$ cat config.mk
export PLATFORM = sky130hd
export DESIGN_NAME = bim_top
export DESIGN_NICKNAME = d
export VERILOG_FILES = /design/src/bim_pkg.sv /design/src/bim_top.sv
export SDC_FILE = /design/constraint.sdc
export NUM_CORES = 1
export LEC_CHECK = 0
export ABC_AREA = 0
export BUFFER_PORTS_ARGS = -buffer_cell sky130_fd_sc_hd__buf_2
export CAP_MARGIN = 0
export CORE_UTILIZATION = 35
export DETAILED_ROUTE_END_ITERATION = 6
export GPL_ROUTABILITY_DRIVEN = 0
export GPL_TIMING_DRIVEN = 0
export PLACE_DENSITY = 0.61
export SYNTH_ARGS = -nofsm -noshare
export SYNTH_HDL_FRONTEND = slang
export SYNTH_SLANG_ARGS = --single-unit
$ cat constraint.sdc
create_clock -name clk -period 2.95 [get_ports clk]
set_input_delay 0.1475 -clock clk [delete_from_list [all_inputs] [get_ports clk]]
set_output_delay 0.1475 -clock clk [all_outputs]
set_load 0.05 [all_outputs]
$ cat src/bim_pkg.sv
// constants shared by the interrupt mask and transmit control block
// assumes one 20 MHz clock; all pins are synchronous to it
package bim_pkg;
   localparam int unsigned BIM_CLK_NS = 50;
   localparam int unsigned BIM_ADDR_W = 5;
   localparam logic [4:0] BIM_ADDR_STATUS = 5'h14;
   localparam logic [4:0] BIM_ADDR_MASK = 5'h15;
   localparam logic [7:0] BIM_MASK_RST = 8'h00;
   localparam logic [6:0] BIM_STAT_RST = 7'h00;
   // status and mask bit positions
   localparam int unsigned BIM_B_ALL_ONES = 6;
   localparam int unsigned BIM_B_ALL_ZEROS = 5;
   localparam int unsigned BIM_B_SYNC_LOST = 4;
   localparam int unsigned BIM_B_BIT_ERR = 3;
   localparam int unsigned BIM_B_BIT_OVF = 2;
   localparam int unsigned BIM_B_ERR_OVF = 1;
   localparam int unsigned BIM_B_SYNC = 0;
   // transmit pattern and its staging fifo
   localparam int unsigned BIM_PAT_LEN = 32;
   localparam int unsigned BIM_PAT_BYTES = 4;
   localparam int unsigned BIM_FIFO_W = 8;
   localparam int unsigned BIM_FIFO_D = 16;
   localparam logic [31:0] BIM_PAT_RST = 32'h0000_0000;
   // parallel port access tracker
   typedef enum logic [1:0] {
      BIM_BUS_IDLE = 2'b00,
      BIM_BUS_READ = 2'b01,
      BIM_BUS_WRITE = 2'b10
   } bim_bus_e;
endpackage : bim_pkg

$ cat src/bim_top.sv
// interrupt mask logic, status latching and transmit hold/reload control
// assumes: pins synchronous to clk, tx clock slow enough to be sampled (period >= 2 clk)
//
// What this block does
// - mask bits 0..6 each let the status event at the same position reach the interrupt, 1 enables, 0 masks.
// - bus select low gives separate read and write strobes, high gives data strobe plus read/write line.
// - while tx hold is high at a tx clock rising edge the tx data output keeps its previous bit.
// - a rising edge on the reload input reloads the pattern generator from the programmed pattern.
// - after a reload edge the first new bit appears on tx data at the second tx clock rising edge after it.
// - status bits except sync latch until read; error and overflow clear on read, level ones only if gone.
// - the interrupt pin is driven low while any set status bit is enabled by its mask bit.
`timescale 1ns/1ps

module bim_fifo #(
   parameter int unsigned WIDTH = 8,
   parameter int unsigned DEPTH = 16
) (
   input wire logic clk,
   input wire logic nrst,
   input wire logic in_valid,
   output logic in_ready,
   input wire logic [WIDTH-1:0] in_data,
   output logic out_valid,
   input wire logic out_ready,
   output logic [WIDTH-1:0] out_data
);
   localparam int unsigned AW = $clog2(DEPTH);
   logic [WIDTH-1:0] mem [DEPTH];
   logic [AW:0] wr_ptr_ff;
   logic [AW:0] rd_ptr_ff;
   logic ready_ff;
   wire push = in_valid & in_ready;
   wire pop = out_valid & out_ready;
   wire [AW:0] nxt_wr_ptr = wr_ptr_ff + (AW+1)'(push);
   wire [AW:0] nxt_rd_ptr = rd_ptr_ff + (AW+1)'(pop);
   // extra pointer bit tells full from empty; ready is a flop fed from the next pointers
   assign in_ready = ready_ff;
   assign out_valid = wr_ptr_ff != rd_ptr_ff;
   assign out_data = mem[rd_ptr_ff[AW-1:0]];
   always_ff @(posedge clk) begin
      if (push) begin
         mem[wr_ptr_ff[AW-1:0]] <= in_data;
      end
   end
   always_ff @(posedge clk or negedge nrst) begin
      if (!nrst) begin
         wr_ptr_ff <= '0;
         rd_ptr_ff <= '0;
         ready_ff <= 1'b1;
      end else begin
         wr_ptr_ff <= nxt_wr_ptr;
         rd_ptr_ff <= nxt_rd_ptr;
         ready_ff <= (nxt_wr_ptr[AW] == nxt_rd_ptr[AW]) || (nxt_wr_ptr[AW-1:0] != nxt_rd_ptr[AW-1:0]);
      end
   end
endmodule : bim_fifo

module bim_top
   import bim_pkg::*;
(
   input wire logic clk,
   input wire logic nrst,
   input wire logic bus_style_select,
   input wire logic bus_cs_n,
   input wire logic bus_rd_ds_n,
   input wire logic bus_wr_rw,
   input wire logic [BIM_ADDR_W-1:0] bus_addr,
   input wire logic [7:0] bus_data_in,
   output logic [7:0] bus_data_out,
   output logic bus_data_oe,
   input wire logic all_ones_cond,
   input wire logic all_zeros_cond,
   input wire logic sync_lost_cond,
   input wire logic bit_error_evt,
   input wire logic bit_count_ovf_evt,
   input wire logic err_count_ovf_evt,
   input wire logic sync_state,
   output logic int_n_out,
   output logic int_n_oe,
   input wire logic tx_clock,
   input wire logic tx_hold_input,
   input wire logic tx_pattern_reload,
   input wire logic pat_valid,
   output logic pat_ready,
   input wire logic [BIM_FIFO_W-1:0] pat_data,
   output logic tx_data
);
   bim_bus_e bus_st_ff;
   bim_bus_e nxt_bus_st;
   logic [7:0] interrupt_enable_mask_ff;
   logic [6:1] event_status_ff;
   logic [6:1] rd_snap_ff;
   logic [7:0] bus_data_out_ff;
   logic bus_data_oe_ff;
   logic int_n_out_ff;
   logic int_n_oe_ff;
   logic tx_clk_d_ff;
   logic reload_d_ff;
   logic reload_pend_ff;
   logic [BIM_PAT_LEN-1:0] pattern_set_ff;
   logic [BIM_PAT_LEN-1:0] gen_ff;
   logic [4:0] gen_idx_ff;
   logic [1:0] stage_cnt_ff;
   logic stage_full_ff;
   logic tx_data_ff;

   // strobe decode per bus style
   wire rd_act = !bus_cs_n && !bus_rd_ds_n && (bus_style_select ? bus_wr_rw : 1'b1);
   wire wr_act = !bus_cs_n && (bus_style_select ? (!bus_rd_ds_n && !bus_wr_rw) : !bus_wr_rw);
   wire rd_end = (bus_st_ff == BIM_BUS_READ) && !rd_act;
   // addresses are latched at strobe time by the host; sampled live here
   wire hit_status = bus_addr == BIM_ADDR_STATUS;
   wire hit_mask = bus_addr == BIM_ADDR_MASK;

   always_comb begin
      nxt_bus_st = bus_st_ff;
      unique case (bus_st_ff)
         BIM_BUS_IDLE: begin
            if (rd_act) begin
               nxt_bus_st = BIM_BUS_READ;
            end else if (wr_act) begin
               nxt_bus_st = BIM_BUS_WRITE;
            end
         end
         BIM_BUS_READ: begin
            if (!rd_act) begin
               nxt_bus_st = BIM_BUS_IDLE;
            end
         end
         BIM_BUS_WRITE: begin
            if (!wr_act) begin
               nxt_bus_st = BIM_BUS_IDLE;
            end
         end
         default: nxt_bus_st = BIM_BUS_IDLE;
      endcase
   end

   // status events: set wins over a read clear
   wire [6:1] set_vec = {all_ones_cond, all_zeros_cond, sync_lost_cond,
                         bit_error_evt, bit_count_ovf_evt, err_count_ovf_evt};
   wire [6:1] cond_live = {all_ones_cond, all_zeros_cond, sync_lost_cond, 3'b000};
   wire [6:1] clr_vec = rd_end ? (rd_snap_ff & ~cond_live) : 6'h00;
   wire [6:1] nxt_status = (event_status_ff & ~clr_vec) | set_vec;
   wire [6:0] status_all = {event_status_ff, sync_state};
   wire [7:0] status_rd = {1'b0, status_all};
   wire [7:0] rd_mux = hit_status ? status_rd : (hit_mask ? interrupt_enable_mask_ff : 8'h00);
   // mask bit 7 is stored and read back but gates nothing
   wire irq_any = |(status_all & interrupt_enable_mask_ff[6:0]);

   always_ff @(posedge clk or negedge nrst) begin
      if (!nrst) begin
         bus_st_ff <= BIM_BUS_IDLE;
         interrupt_enable_mask_ff <= BIM_MASK_RST;
         event_status_ff <= BIM_STAT_RST[6:1];
         rd_snap_ff <= 6'h00;
         bus_data_out_ff <= 8'h00;
         bus_data_oe_ff <= 1'b0;
      end else begin
         bus_st_ff <= nxt_bus_st;
         event_status_ff <= nxt_status;
         bus_data_oe_ff <= rd_act;
         bus_data_out_ff <= rd_act ? rd_mux : 8'h00;
         // status bits snapped at the last strobe edge are cleared at the end of the read
         if (rd_act && hit_status) begin
            rd_snap_ff <= event_status_ff;
         end else if (rd_end || !rd_act) begin
            rd_snap_ff <= 6'h00;
         end
         if (wr_act && hit_mask) begin
            interrupt_enable_mask_ff <= bus_data_in;
         end
      end
   end

   // open-drain style interrupt: drive low or float
   always_ff @(posedge clk or negedge nrst) begin
      if (!nrst) begin
         int_n_out_ff <= 1'b1;
         int_n_oe_ff <= 1'b0;
      end else begin
         int_n_out_ff <= !irq_any;
         int_n_oe_ff <= irq_any;
      end
   end

   // pattern bytes arrive lsb byte first; staging stalls the fifo until a reload takes it
   logic fifo_out_valid;
   logic [BIM_FIFO_W-1:0] fifo_out_data;
   wire stage_take = fifo_out_valid && !stage_full_ff;
   bim_fifo #(.WIDTH(BIM_FIFO_W), .DEPTH(BIM_FIFO_D)) u_pat_fifo (
      .clk(clk),
      .nrst(nrst),
      .in_valid(pat_valid),
      .in_ready(pat_ready),
      .in_data(pat_data),
      .out_valid(fifo_out_valid),
      .out_ready(!stage_full_ff),
      .out_data(fifo_out_data)
   );

   wire tx_rise = tx_clock && !tx_clk_d_ff;
   wire reload_rise = tx_pattern_reload && !reload_d_ff;
   wire load_now = tx_rise && reload_pend_ff;

   always_ff @(posedge clk or negedge nrst) begin
      if (!nrst) begin
         tx_clk_d_ff <= 1'b0;
         reload_d_ff <= 1'b0;
         reload_pend_ff <= 1'b0;
         stage_cnt_ff <= 2'd0;
         stage_full_ff <= 1'b0;
         pattern_set_ff <= BIM_PAT_RST;
      end else begin
         tx_clk_d_ff <= tx_clock;
         reload_d_ff <= tx_pattern_reload;
         if (reload_rise) begin
            reload_pend_ff <= 1'b1;
         end else if (load_now) begin
            reload_pend_ff <= 1'b0;
         end
         if (stage_take) begin
            pattern_set_ff[stage_cnt_ff*8 +: 8] <= fifo_out_data;
            stage_cnt_ff <= stage_cnt_ff + 2'd1;
            stage_full_ff <= stage_cnt_ff == 2'(BIM_PAT_BYTES-1);
         end else if (load_now) begin
            stage_full_ff <= 1'b0;
         end
      end
   end

   // first tx edge after a reload loads the generator, the second shows bit 0
   always_ff @(posedge clk or negedge nrst) begin
      if (!nrst) begin
         gen_ff <= BIM_PAT_RST;
         gen_idx_ff <= 5'd0;
         tx_data_ff <= 1'b0;
      end else if (load_now) begin
         gen_ff <= pattern_set_ff;
         gen_idx_ff <= 5'd0;
      end else if (tx_rise && !tx_hold_input) begin
         tx_data_ff <= gen_ff[gen_idx_ff];
         gen_idx_ff <= gen_idx_ff + 5'd1;
      end
   end

   // assertion helper: a load happened and its first bit is not out yet
   logic first_due_ff;
   always_ff @(posedge clk or negedge nrst) begin
      if (!nrst) begin
         first_due_ff <= 1'b0;
      end else if (load_now) begin
         first_due_ff <= 1'b1;
      end else if (tx_rise && !tx_hold_input) begin
         first_due_ff <= 1'b0;
      end
   end

   assign bus_data_out = bus_data_out_ff;
   assign bus_data_oe = bus_data_oe_ff;
   assign int_n_out = int_n_out_ff;
   assign int_n_oe = int_n_oe_ff;
   assign tx_data = tx_data_ff;
endmodule : bim_top

==> impl_metrics.yaml, run 1 <==
worst_setup_path:
  crit_type: "register to register"
  arrival_ps: 3040
  crit_buf_inv: 1
  cp-end-kind: "register"
  crit_slowest_cell: "dfrtp_1"
  cp_top_family: "simple AND/OR/NAND/NOR gates"
  path_cells: "buf_2 > or2b_1 > o2111a_1 > a31oi_2 > ha_1 > ha_1 > xor2_1 > xor2_1 > nor3_1 > nand4b_1"
  r2r_start: "u_pat_fifo.wr_ptr_ff[3]$_DFF_PN0_"
  path_depth: 10
  max_stage_delay_ps: 370
  required_ps: 3390
  worstRegToRegCells: 10
  worstPathMaxFanout: 10
  startpoint_type: "register"
  r2r_slack_ps: 340
  cp-startpoint: "u_pat_fifo.wr_ptr_ff[3]$_DFF_PN0_"
drt:
  via_count: 5534
  ant_nets: 0
  dr.pass1.iters: 4
  via_per_inst: 4.99
  drc: 0
  routed_wl_um: 20200
  drt-wirelength-per-cell_um: 18.2
  drt_iter0_drc: 330
logic_synthesis:
  ys_seq_area_share_pct: 66.6
  synth_cell_types: 60
  syn_nets: 651
  syn_inst: 603
  synth_ff_type: "edfxtp_1"
  synth_area_um2: 10300
  synth-seq-cells: 248
  synth_area_leaders: "edfxtp_1, dfrtp_1, mux4_2, mux2_2, a22o_1"
  ys_warn_count: 0
  synth_top_area_cell: "edfxtp_1"
  ys_async_sr_fraction_pct: 48.4
  syn_avg_cell_area_um2: 17.1
  synth_edf_count: 128
  synth_top_area_share_pct: 37.4
floorplanning:
  io-pin-count: 51
  die_area_um2: 30100
  core_area_um2: 28800
  start_util_pct: 35.7
  die_w_um: 173
  die_h_um: 173
  row_count: 62
grt:
  grt_usage_pct: 13.7
  grt_max_degree: 95
  antenna_found_initial: 0
  grt_overflow_total: 0
  grt_pass1_wl_um: 32300
  grt_pass1_vias: 5637
sta:
  relSlewSlack_pct: 6.05
  setup_violations: 0
  min_period_ps: 2610
  rsz0062_at_grt: "no"
  finalSetupTns_ps: 0
  fmax_mhz: 384
  period_share_pct: 88.3
  drv_slew: 0
  hold_ws_ps: 28.0
  finClkSkew_ps: 9.83
  report.final.hold_viol_count: 0
  fin_ws_ps: 344
  tightestPinTransition_ps: 1400
clock_tree:
  cts_buffers: 27
  clockBufferDepth: 3
  htreeDepth: 1
  clk_latency_ps: 530
  cts_tree: "done"
  path_clk_slew_ps: 60
  clock-sinks: 248
  cts_resized: 0
  cts_root_buffer: "clkbuf_16"
hold_path:
  hold_depth: 1
  hold_path_class: "primary input to register"
  worstHoldStart: "pat_data[1]"
finish:
  final_cell_mix: "edfxtp_1, dfrtp_1, buf_2"
  n_fill_cell: 2569
  nets: 753
  final_common_cell: "edfxtp_1"
  diodes: 0
  drive_above_1_share_pct: 31.3
  areaGrowthSynthToFinish_pct: 18.5
power_and_ir_drop:
  p_per_area_nw_per_um2: 961
  peakVddDrop_uv: 576
  p_leak_nw: 4.75
placed_design:
  dp_hpwl_um: 13700
  portBuffers: 50
  pre_cts_ws_ps: 342
run:
  drv_cap: 0
run_status:
  status: "completed"
## metal layers
layer	global-route usage, %	part of all wire (%)	routed length (µm)
met1	19.0	45	9160
met2	22.1	47	9560
met3	2.61	5.1	1020
met4	3.76	2.2	439
met5	0	0	0
## area by class of cell
type                            instances  area (µm²)  area share [%]
Tap cell                              384         480            3.94
Multi-Input combinational cell        317        3220            26.4
Sequential cell                       248        6850            56.2
Clock buffer                           32         724            5.94
Buffer                                 25         166            1.37
Inverter                               13        48.8           0.400
Clock inverter                         17         198            1.62
Timing Repair Buffer                   73         502            4.12
## final timing paths
path | endpoint
worst min register to register | bus_st_ff[1]$_DFFE_PN0P_
worst max-delay path | u_pat_fifo.in_ready$_DFF_PN1_
worst min-delay path | u_pat_fifo.mem[15][1]$_DFFE_PP_
min in group asynchronous | gen_ff[18]$_DFFE_PN0P_
worst max register to register | u_pat_fifo.in_ready$_DFF_PN1_
max in group asynchronous | int_n_out$_DFF_PN1_
## Yosys cell counts, drive strengths merged, types with 2 or more instances
library cell	count
a22o	31
a311oi	3
xor2	9
a21oi	9
o2111ai	2
edfxtp	128
nand3	10
dfstp	2
a22oi	18
and2	3
nor2	30
dfrtp	118
or4b	2
o2111a	2
o21ai	2
o311ai	3
nor2b	7
mux2	50
xnor2	7
nand4	2
ha	10
a211oi	2
nand2b	8
nand2	24
or2b	2
clkbuf	6
or3	2
inv	13
mux4	37
buf	19
nor3	5
mux2i	15
a21o	6
## stage by stage
stage	utilization [%]	instance area [µm²]	power, mW	instances
after floorplan	-	10300	7.34	603
after global placement	38.3	11000	8.27	1037
after detailed placement	38.4	11000	8.35	1038
after CTS	42.3	12200	11.9	1108
after global routing	42.4	12200	12.3	1109
final	42.4	12200	11.7	1109
## state kept, by name (all words and copies together), names as in the netlist, 5 cells and up
| register | count |
|---|---|
| bus_data_out | 8 |
| event_status_ff | 6 |
| gen_ff | 32 |
| gen_idx_ff | 5 |
| interrupt_enable_mask_ff | 8 |
| pattern_set_ff | 32 |
| rd_snap_ff | 6 |
| u_pat_fifo.mem | 128 |
| u_pat_fifo.rd_ptr_ff | 5 |
| u_pat_fifo.wr_ptr_ff | 5 |
## what timing repair did
action,CTS,global route
hold buffers,21,0
endpoints found under the hold margin,141,0
setup buffers,0,0
## where the power goes
group	total (mW)	switching, mW	internal, mW
sequential	4.70	0.370	4.33
combinational	3.55	1.98	1.56
clock	3.46	1.36	2.11
## cell families (layout without fill, tap and decap cells)
kind of cell    count (synthesis)  in the layout  share of synthesized area (%)
mux                           102            102                           15.4
compound gates                 88             88                           8.41
xor+xnor                       16             16                           1.44
buf+inv                        38            160                           2.09
simple gates                  101            101                           4.89
flops                         248            248                           66.6
fa+ha+maj                      10             10                           1.22
(Power assumes the default switching activity.)
==> run 2, diff against run 1 <==
MAX_ROUTING_LAYER = met4   (was default)
==> run 2 against run 1 <==
Against the previous run:
- final cell count unchanged
- global-route usage is 0.45 points higher
- largest power group unchanged
- highest routed layer unchanged
- critical endpoint unchanged
- total power hardly changed
- clock-buffer cell count unchanged
- largest cell class unchanged
- worst setup slack better by 3.5 ps
- routed wire length fell by 0.28%
- combinational power is essentially flat
==> impl_metrics.yaml, run 2 (synthesis gave the netlist of run 1 again) <==
worst_setup_path:
  crit_buf_inv: 0
  cpMostUsedCell: "ha_1"
  arrival_ps: 3040
  crit_type: "register to register"
  r2r_slack_ps: 350
  crit_slowest_cell: "dfrtp_1"
  worstPathMaxFanout: 8
  startpoint_type: "register"
  cp-end-kind: "register"
  cp_top_family: "compound AO/OA/AOI/OAI gates"
  r2r_start: "u_pat_fifo.rd_ptr_ff[3]$_DFF_PN0_"
  path_cells: "or2b_2 > o2111a_1 > a31oi_2 > ha_1 > ha_1 > nand3_1 > xnor2_1 > xor2_1 > nand4b_1"
  max_stage_delay_ps: 460
  cp-startpoint: "u_pat_fifo.rd_ptr_ff[3]$_DFF_PN0_"
  required_ps: 3390
sta:
  tightestPinTransition_ps: 1290
  finalSetupTns_ps: 0
  fmax_mhz: 384
  relSlewSlack_pct: 13.0
  drv_slew: 0
  finClkSkew_ps: 9.38
  setup_violations: 0
  rsz0062_at_grt: "no"
  period_share_pct: 88.2
  min_period_ps: 2600
  report.final.hold_viol_count: 0
  hold_ws_ps: 31.6
clock_tree:
  cts_buffers: 27
  path_clk_slew_ps: 60
  cts_tree: "done"
  clock-sinks: 248
  clockBufferDepth: 3
  clk_latency_ps: 520
  htreeDepth: 1
  cts_resized: 0
  cts_root_buffer: "clkbuf_16"
floorplanning:
  die_area_um2: 30100
  io-pin-count: 51
  start_util_pct: 35.7
  die_h_um: 173
  die_w_um: 173
  row_count: 62
  core_area_um2: 28800
finish:
  areaGrowthSynthToFinish_pct: 18.5
  nets: 753
  fin_area_um2: 12200
  largest_reg_flops: 128
  drive_above_1_share_pct: 31.3
  diodes: 0
  final_common_cell: "edfxtp_1"
  final_cell_mix: "edfxtp_1, dfrtp_1, buf_2"
drt:
  drt_iter0_drc: 385
  ant_nets: 0
  dr.pass1.iters: 4
  drc: 0
  drt-wirelength-per-cell_um: 18.1
  routed_wl_um: 20100
  via_count: 5485
  via_per_inst: 4.95
grt:
  grt_max_degree: 95
  grt_overflow_total: 0
  grt_usage_pct: 14.2
  grt_pass1_wl_um: 32400
  grt_pass1_vias: 5622
  antenna_found_initial: 0
placed_design:
  portBuffers: 50
  dp_hpwl_um: 13700
  placed_area_um2: 11000
hold_path:
  worstHoldStart: "pat_data[1]"
  hold_path_class: "primary input to register"
power_and_ir_drop:
  peakVddDrop_uv: 577
  p_per_area_nw_per_um2: 961
  p_leak_nw: 4.75
run_status:
  status: "completed"
run:
  drv_cap: 0
-- run 2: cell counts in the layout (fill, tap and decap cells not counted) --
Identical to the previous run, type by type.
-- run 2: path summary, 6_finish.rpt --
| kind | end | cells after the start |
|---|---|---|
| worst max-delay path | u_pat_fifo.in_ready$_DFF_PN1_ | 9 |
| worst min-delay path | u_pat_fifo.mem[15][1]$_DFFE_PP_ | 1 |
| worst max register to register | u_pat_fifo.in_ready$_DFF_PN1_ | 9 |
| worst min register to register | bus_st_ff[1]$_DFFE_PN0P_ | 1 |
| max in group asynchronous | int_n_out$_DFF_PN1_ | 3 |
| min in group asynchronous | gen_ff[18]$_DFFE_PN0P_ | 2 |
-- run 2: repair_timing --
item / CTS / global route
endpoints found under the hold margin: 141 / 0
setup buffers: 0 / 0
hold buffers: 21 / 0
-- run 2: final cells by class --
class	instances	area [µm²]
Buffer	25	166
Sequential cell	248	6850
Tap cell	384	480
Inverter	13	48.8
Timing Repair Buffer	73	502
Fill cell	2569	16600
Clock inverter	17	198
Multi-Input combinational cell	317	3220
Clock buffer	32	724
-- run 2: stage by stage --
step / utilization, % / worst slack [ps] / cells / power, mW
global placement: 38.3 / 189 / 1037 / 8.27
CTS: 42.3 / 313 / 1108 / 11.9
finish: 42.4 / 347 / 1109 / 11.7
global route: 42.4 / 137 / 1109 / 12.3
detailed placement: 38.4 / 342 / 1038 / 8.35
floorplan: - / 618 / 603 / 7.34
-- run 2: power by group --
group / internal (mW) / switching (mW)
clock network: 2.11 / 1.36
logic: 1.56 / 1.98
registers: 4.33 / 0.369
total: 8.00 / 3.70
-- run 2: routing by layer --
metal / routed length, µm / GRT usage (%)
met1: 9270 / 19.2
met5: 0 / -
met3: 855 / 2.61
met2: 9580 / 22.0
met4: 409 / 3.76
